[config.mk]
export PLATFORM = sky130hd
export DESIGN_NAME = chan_rx_eq_ctrl
export DESIGN_NICKNAME = d
export VERILOG_FILES = /design/src/chan_ctrl_pkg.sv /design/src/chan_reg_mem.sv /design/src/chan_rx_eq_ctrl.sv
export SDC_FILE = /design/constraint.sdc
export NUM_CORES = 1
export LEC_CHECK = 0
export BUFFER_PORTS_ARGS = -buffer_cell sky130_fd_sc_hd__buf_2
export CAP_MARGIN = 30
export CELL_PAD_IN_SITES_DETAIL_PLACEMENT = 0
export CELL_PAD_IN_SITES_GLOBAL_PLACEMENT = 1
export CORE_MARGIN = 2
export CORE_UTILIZATION = 48
export CTS_CLUSTER_DIAMETER = 200
export CTS_CLUSTER_SIZE = 25
export DETAILED_ROUTE_END_ITERATION = 10
export PLACE_DENSITY_LB_ADDON = 0.1
export SLEW_MARGIN = 20
export SYNTH_ARGS = -nofsm -noshare
export SYNTH_HDL_FRONTEND = slang
export SYNTH_HIERARCHICAL = 1
export SYNTH_SLANG_ARGS = --single-unit
export TNS_END_PERCENT = 5
[constraint.sdc]
create_clock -name clk -period 5.6 [get_ports clk]
set_input_delay 0.56 -clock clk [delete_from_list [all_inputs] [get_ports clk]]
set_output_delay 0.56 -clock clk [all_outputs]
set_load 0.02 [all_outputs]
[src/chan_ctrl_pkg.sv]
// Shared constants and carriers for the per-channel receiver and equalizer control bank
package chan_ctrl_pkg;
    localparam int          NUM_CHAN       = 8;
    localparam int          ADDR_W         = 8;
    localparam int          DATA_W         = 8;
    localparam int          EQ_W           = 5;
    localparam int          CHAN_SHIFT     = 4;
    localparam logic [7:0]  CHAN0_OFFSET   = 8'h00;
    localparam logic [7:0]  CHAN1_OFFSET   = 8'h10;
    localparam logic [7:0]  CHAN2_OFFSET   = 8'h20;
    localparam logic [7:0]  CHAN3_OFFSET   = 8'h30;
    localparam logic [7:0]  CHAN4_OFFSET   = 8'h40;
    localparam logic [7:0]  CHAN_STRIDE    = 8'h10;
    localparam logic [3:0]  CTRL_SUBREG    = 4'h0;
    localparam int          RX_ON_BIT      = 5;
    localparam int          EQ_LSB         = 0;
    localparam logic [7:0]  CTRL_RESET     = 8'h00;
    localparam logic [7:0]  CTRL_RW_MASK   = 8'hff;
    localparam logic [7:0]  UNMAPPED_READ  = 8'h00;

    typedef struct packed {
        logic              rd;
        logic              wr;
        logic [ADDR_W-1:0] addr;
        logic [DATA_W-1:0] wdata;
    } host_req_t;

    typedef struct packed {
        logic [DATA_W-1:0] rdata;
        logic              rvalid;
    } host_rsp_t;
endpackage

[src/chan_reg_mem.sv]
// Small register store for the eight channel control bytes, registered read data
`timescale 1ns/1ns
`default_nettype none
module chan_reg_mem #(
    parameter int DEPTH = 8,
    parameter int WIDTH = 8,
    parameter int AW    = 3
) (
    input  wire logic             clk,
    input  wire logic             rst_n,
    input  wire logic             we,
    input  wire logic [AW-1:0]    waddr,
    input  wire logic [WIDTH-1:0] wdata,
    input  wire logic [AW-1:0]    raddr,
    output logic      [WIDTH-1:0] rdata,
    output logic      [DEPTH*WIDTH-1:0] flat
);
    logic [WIDTH-1:0] mem_r [DEPTH];

    initial begin
        if (DEPTH > (1 << AW)) $error("chan_reg_mem: DEPTH exceeds address range");
    end

    always_ff @(posedge clk or negedge rst_n) begin
        if (!rst_n) begin
            for (int i = 0; i < DEPTH; i++) begin
                mem_r[i] <= '0;
            end
            rdata <= '0;
        end else begin
            if (we) begin
                mem_r[waddr] <= wdata;
            end
            rdata <= (we && waddr == raddr) ? wdata : mem_r[raddr];
        end
    end

    generate
        for (genvar g = 0; g < DEPTH; g++) begin : g_flat
            assign flat[g*WIDTH +: WIDTH] = mem_r[g];
        end
    endgenerate
endmodule
`default_nettype wire

[src/chan_rx_eq_ctrl.sv]
// Per-channel receiver power-on and equalizer code control bank
`timescale 1ns/1ns
`default_nettype none
module chan_rx_eq_ctrl
    import chan_ctrl_pkg::*;
#(
    parameter int CHANNELS = chan_ctrl_pkg::NUM_CHAN
) (
    input  wire logic                        clk,
    input  wire logic                        nrst,
    input  wire chan_ctrl_pkg::host_req_t    req,
    output chan_ctrl_pkg::host_rsp_t         rsp,
    input  wire logic                        host_mode,
    input  wire logic                        ball_grid_pkg,
    input  wire logic                        shared_receiver_enable_pin,
    output logic [CHANNELS-1:0]              receiver_power_on,
    output logic [CHANNELS*EQ_W-1:0]         equalizer_code
);
    import chan_ctrl_pkg::*;

    initial begin
        if (CHANNELS < 1 || CHANNELS > NUM_CHAN) $error("chan_rx_eq_ctrl: CHANNELS out of range");
    end

    typedef struct packed {
        logic [2:0]                pin_sync;
        logic                      pin_level;
        logic                      rvalid;
        logic [DATA_W-1:0]         rdata;
        logic [CHANNELS-1:0]       rx_on;
        logic [CHANNELS*EQ_W-1:0]  eq;
    } state_t;

    state_t     s_r;
    state_t     s_nxt;
    logic [1:0] rst_sync_r;
    logic       rst_n;
    assign rst_n = rst_sync_r[1];

    // Tells whether an address selects the control register of an existing channel
    function automatic logic hit(input logic [ADDR_W-1:0] a);
        hit = (a[CHAN_SHIFT-1:0] == CTRL_SUBREG) && (32'(a[ADDR_W-1:CHAN_SHIFT]) < CHANNELS);
    endfunction

    logic                      wr_hit;
    logic [2:0]                chan_idx;
    logic [CHANNELS*DATA_W-1:0] flat;

    assign chan_idx = req.addr[CHAN_SHIFT+2:CHAN_SHIFT];
    assign wr_hit   = req.wr && hit(req.addr);

    chan_reg_mem #(
        .DEPTH (CHANNELS),
        .WIDTH (DATA_W),
        .AW    (3)
    ) u_mem (
        .clk   (clk),
        .rst_n (rst_n),
        .we    (wr_hit),
        .waddr (chan_idx),
        .wdata (req.wdata & CTRL_RW_MASK),
        .raddr (chan_idx),
        .rdata (),
        .flat  (flat)
    );

    always_comb begin
        s_nxt          = s_r;
        s_nxt.pin_sync = {s_r.pin_sync[1:0], shared_receiver_enable_pin};
        // Change accepted only once the last two stages agree
        if (s_r.pin_sync[2] == s_r.pin_sync[1]) begin
            s_nxt.pin_level = s_r.pin_sync[2];
        end
        s_nxt.rvalid   = req.rd;
        // Read data is registered here so the port comes straight from a flop; it holds until the next read
        if (req.rd) begin
            if (!hit(req.addr)) begin
                s_nxt.rdata = UNMAPPED_READ;
            end else if (wr_hit) begin
                s_nxt.rdata = req.wdata & CTRL_RW_MASK;
            end else begin
                s_nxt.rdata = flat[32'(chan_idx)*DATA_W +: DATA_W];
            end
        end
        for (int c = 0; c < CHANNELS; c++) begin
            if (!host_mode) begin
                s_nxt.rx_on[c] = ball_grid_pkg ? s_nxt.pin_level : 1'b1;
            end else begin
                s_nxt.rx_on[c] = flat[c*DATA_W + RX_ON_BIT];
            end
            s_nxt.eq[c*EQ_W +: EQ_W] = flat[c*DATA_W + EQ_LSB +: EQ_W];
        end
    end

    // Reset release is synchronised separately; its sync stages cannot reset themselves
    always_ff @(posedge clk or negedge nrst) begin
        if (!nrst) begin
            rst_sync_r <= 2'b00;
        end else begin
            rst_sync_r <= {rst_sync_r[0], 1'b1};
        end
    end

    always_ff @(posedge clk or negedge rst_n) begin
        if (!rst_n) begin
            s_r.pin_sync  <= 3'b000;
            s_r.pin_level <= 1'b0;
            s_r.rvalid    <= 1'b0;
            s_r.rdata     <= '0;
            s_r.rx_on     <= '0;
            s_r.eq        <= '0;
        end else begin
            s_r.pin_sync  <= s_nxt.pin_sync;
            s_r.pin_level <= s_nxt.pin_level;
            s_r.rvalid    <= s_nxt.rvalid;
            s_r.rdata     <= s_nxt.rdata;
            s_r.rx_on     <= s_nxt.rx_on;
            s_r.eq        <= s_nxt.eq;
        end
    end

    always_comb begin
        rsp.rvalid = s_r.rvalid;
        rsp.rdata  = s_r.rdata;
    end
    assign receiver_power_on = s_r.rx_on;
    assign equalizer_code    = s_r.eq;
endmodule
`default_nettype wire

==> impl_metrics.ini, run 1 <==
[sta]
fmax_ghz = 0.4097
finalMaxSlewViolations = 0
tns_ns = 0
finalCritPeriodShare_pct = 43.58
setup_viol = 0
relSlewSlack_pct = 41.80
layout_min_cycle_time_ns = 2.441
report.final.hold_viol_count = 0
worstMarginPinSlew_ns = 0.8692
clock_skew_ns = 0.01354
grt_setup_unrepaired = false

[yosys]
synth_cells = 362
syn_area_mm2 = 0.005276
post_synth.cell_area_avg_um2 = 14.58
synth_fp_nets = 385
ys_warn_count = 6

[clocking]
numCtsBuffers = 17
cts_resized = 0
clkSlewWorstSetupHoldPaths_ns = 0.06
post_cts_buffers = 0
insertion_delay_ns = 0.51
cts_buffer_depth = 2
clock_sinks = 127
clockRootBuffer = clkbuf_8
cts_tree = done
holdBufCountCts = 1
h-tree-depth = 4

[detailed_routing]
post-route-drc-count = 0
drt_iter0_drc = 107
routed_wl_um = 9840
wire_per_inst_um = 18.02
viasPerCell = 5.152
firstDrtPassIters = 4
vias = 2813
drtAntennaViolNets = 0

[layout]
n_antenna_cell = 0
syn2layout_area_growth_pct = 13.68
layout-drive-gt1-share_pct = 48.28
final-instance-count-excl-fill = 546
nets = 416
finish.utilization_pct = 55.58

[worst_setup_path]
cp-end-kind = flip-flop
crit_buf_inv = 2
max_stage_delay_ns = 0.75
critPathTopFamily = simple AND/OR/NAND/NOR gates
startpoint_type = primary input
path_cells = buf_2 > nor3_1 > nand3_2 > inv_1 > nand2b_1 > nor3b_2 > mux2_2
critPathKind = in -> reg
crit_slowest_cell = nor3b_2
arrival_ns = 2.82
path_max_fanout = 9
worstPathRequired_ns = 5.98

[global_routing]
grt_pass1_wl_um = 16010
grt_max_degree = 65
antenna_found_initial = 0
grt.overflow.total = 0
grt_usage_pct = 18.57
grt_pass1_vias = 2925

[floorplan]
start_util_pct = 48.89
die_area_mm2 = 0.01185
core_region_area_mm2 = 0.01079
pin_count = 80
die_w_um = 108.8
num_rows = 38
die_y_um = 108.8

[place]
place_inst = 513
gp_routability_congestion = 0.7261
hpwl_um = 6231
port-buffer-count = 79

[power]
ir_worst_vdd_v = 0.0001807
finalPower_mw = 2.295
cellPowerDensity_mw_per_mm2 = 382.6
p_leak_nw = 3.162

[hold_path]
worstHoldPathType = in -> reg

[run]
cap_violations = 0

[outcome]
status = complete, no violations
-- worst paths after layout --
| check | start | end | slack, ns | cells past startpoint |
|---|---|---|---|---|
| max reg2reg | rst_sync_r[1] | u_mem/flat[23] | 3.90 | 1 |
| max in group asynchronous | rst_sync_r[1] | u_mem/flat[23] | 3.90 | 1 |
| max | req[11] | u_mem/flat[16] | 3.16 | 7 |
| min in group asynchronous | nrst | rst_sync_r[1] | 0.35 | 2 |
| min | shared_receiver_enable_pin | s_nxt[59] | 0.16 | 1 |
| min reg2reg | s_nxt[59] | s_nxt[60] | 0.35 | 0 |
-- layout make-up --
cell class	count	area [um^2]
clock inverter	13	212.7
tap	140	175.2
sequential	127	3182
clock buffer	19	421.7
multi-input combinational	163	1583
timing repair buffer	81	412.9
inverter	3	11.26
fill	895	4795
-- routing by layer --
layer	global-route usage [%]	share of wire, %	vias to the layer above
li1	-	-	1285
met1	26.40	50	1437
met4	7.051	1.1	0
met5	0	0	-
met2	26.96	46	76
met3	5.619	3.7	15
-- where the power goes --
group	internal, mW	leakage [nW]	switching [mW]
Combinational	0.0556	1.14	0.0797
Sequential	0.961	1.72	0.0278
Clock	0.771	0.299	0.400
Total	1.79	3.16	0.508
-- layout by cell type, fill, tap and decap left out, types with 3 or more instances in the layout --
master / instances
a32o_1: 8
mux2_4: 4
nand2b_1: 9
mux4_1: 6
a22oi_1: 8
clkinvlp_4: 3
dfrtp_1: 126
nand3_1: 8
mux2_2: 74
bufinv_16: 5
clkbuf_16: 16
nand4b_1: 3
buf_2: 79
nand2_1: 25
inv_1: 3
-- sequential cells by signal (all words and copies together), names as in the netlist --
name               cells
u_mem/flat            64
equalizer_code        40
rsp                    9
receiver_power_on      8
rst_sync_r             2
s_nxt                  2
s_r                    2
-- through the flow --
stage	hold WS [ns]	instance area (um^2)	setup slack, ns
2_1_floorplan	0.2644	5276	1.800
3_3_place_gp	0.3338	5354	2.668
3_5_place_dp	0.3381	5354	2.625
4_1_cts	0.1375	5998	3.165
5_1_grt	0.1245	5998	3.010
6_report	0.1579	5998	3.159
Note: power is estimated with default switching activity, not from simulation.
==> run 2: changes to the inputs <==
- CORE_UTILIZATION: 48 -> 43
- clock period: 5.6 -> 2.1 ns (I/O delays scaled with it)
==> run 2 against run 1 <==
Effect of this change:
- final cell count rose by 5.5%
- clock skew fell by 0.0090 ns
- highest routed layer unchanged
- power rose to 2.7 times the previous value
- register-to-register slack got worse by 3.3 ns
- global-route usage fell by 1.5 points
- flip-flop and latch count did not move
==> impl_metrics.ini, run 2 (synthesized netlist as in run 1, its figures left out) <==
[sta]
finalMaxSlewViolations = 0
tns_ns = 0
fin_ws_ns = 0.5137
finalCritPeriodShare_pct = 75.54
report.final.hold_viol_count = 0
setup_viol = 0
fmax_ghz = 0.6304
clock_skew_ns = 0.004563
layout_min_cycle_time_ns = 1.586
worstMarginPinSlew_ns = 0.6569
relSlewSlack_pct = 56.12
grt_setup_unrepaired = false

[detailed_routing]
viasPerCell = 5.023
post-route-drc-count = 0
firstDrtPassIters = 4
routed_wl_um = 10370
wire_per_inst_um = 18.00
drtAntennaViolNets = 0
drt_iter0_drc = 150
vias = 2893

[global_routing]
grt_pass1_wl_um = 16700
grt_pass1_vias = 2983
grt_max_degree = 66
antenna_found_initial = 0
grt.overflow.total = 0
grt_usage_pct = 17.12

[clocking]
clkSlewWorstSetupHoldPaths_ns = 0.06
numCtsBuffers = 17
clockRootBuffer = clkbuf_16
cts_buffer_depth = 2
insertion_delay_ns = 0.42
clock_sinks = 127
h-tree-depth = 4
cts_tree = done

[floorplan]
die_area_mm2 = 0.01317
core_region_area_mm2 = 0.01201
pin_count = 80
die_w_um = 114.8
start_util_pct = 43.93
die_y_um = 114.8
num_rows = 40

[layout]
layout_commonest_cell = dfrtp_1
final_cell_mix = 126 x dfrtp_1, 79 x buf_2, 74 x mux2_2
n_antenna_cell = 0
syn2layout_area_growth_pct = 17.71
nets = 439
fin_area_mm2 = 0.006211
largest_register_ffs = 64
layout-drive-gt1-share_pct = 50.58
finish.utilization_pct = 51.71

[worst_setup_path]
critPathKind = in -> reg
arrival_ns = 1.89
startpoint_type = primary input
cp-end-kind = flip-flop
r2r_start = u_mem/flat[41]
r2r_cells = 4
worstPathRequired_ns = 2.40
worstReg2RegEnd = rsp[2]
path_max_fanout = 3
r2r_slack_ns = 0.62

[power]
ir_worst_vdd_v = 0.0004243
finalPower_mw = 6.091
p_leak_nw = 3.287
cellPowerDensity_mw_per_mm2 = 980.7

[place]
place_ws_ns = 0.1028
hpwl_um = 6855
gp_routability_congestion = 0.7097
dpl_cell_area_mm2 = 0.005558
port-buffer-count = 79

[outcome]
status = complete, no violations

[run]
cap_violations = 0

[hold_path]
worstHoldPathType = in -> async
run 2: changes by cell type in the layout (fill, tap and decap cells not counted), sizes merged:
cell         change
inv              -2
dlygate4sd3      +2
buf             +21
bufinv           -1
clkinv           +1
clkbuf           +2
run 2: worst max path at each step:
stage,from,end,slack [ns],depth (start not counted)
after global placement,req[11],u_mem/flat[15],0.15,8
after global routing,req[11],u_mem/flat[10],0.40,8
after floorplan,req[11],u_mem/flat[16],0.13,7
after detailed placement,req[11],u_mem/flat[14],0.10,8
after CTS,req[11],u_mem/flat[14],0.54,8
final,req[11],u_mem/flat[14],0.51,8
run 2: stage by stage:
| stage | hold WS, ns | cells |
|---|---|---|
| 6_report | 0.1026 | 576 |
| 5_1_grt | 0.1210 | 576 |
| 4_1_cts | 0.09177 | 576 |
| 3_5_place_dp | -0.002919 | 541 |
| 3_3_place_gp | -0.002947 | 541 |
| 2_1_floorplan | -0.08559 | 362 |
run 2: final cells by class:
| cell class | count | area, um^2 |
|---|---|---|
| clock buffers | 21 | 460.4 |
| clock inverters | 11 | 162.7 |
| fillers | 1008 | 5801 |
| inverters | 3 | 11.26 |
| multi-input cells | 163 | 1583 |
| flip-flops and latches | 127 | 3182 |
| well taps | 147 | 183.9 |
| repair buffers | 104 | 628.1 |
run 2: per-layer routing:
metal	wire length [um]	part of all wire (%)	vias up	track usage (%)
met5	0	0	-	0
met4	220	2.1	0	7.711
met3	400	3.9	17	4.481
met2	4678	45	78	24.73
met1	5071	49	1468	24.46
li1	-	-	1330	-
run 2: report_power, final:
group	total (mW)	switching, mW	internal (mW)	leakage, nW
Clock	3.07	1.04	2.04	0.299
Sequential	2.63	0.0625	2.56	1.72
Combinational	0.391	0.227	0.164	1.26
Total	6.09	1.33	4.77	3.29
run 2: worst max-delay path, stage by stage:
cell	delay (ns)
buf_2	0.10
nor3_1	0.34
nand3_2	0.15
inv_1	0.10
nand2b_1	0.12
nor3b_2	0.33
buf_4	0.21
mux2_2	0.33
run 2: timing repair:
item | CTS | global route
gates resized for setup | 0 | 0
endpoints found under the setup margin | 0 | 0
hold endpoints to repair | 4 | 0
hold buffers | 3 | 0
setup buffers | 0 | 0
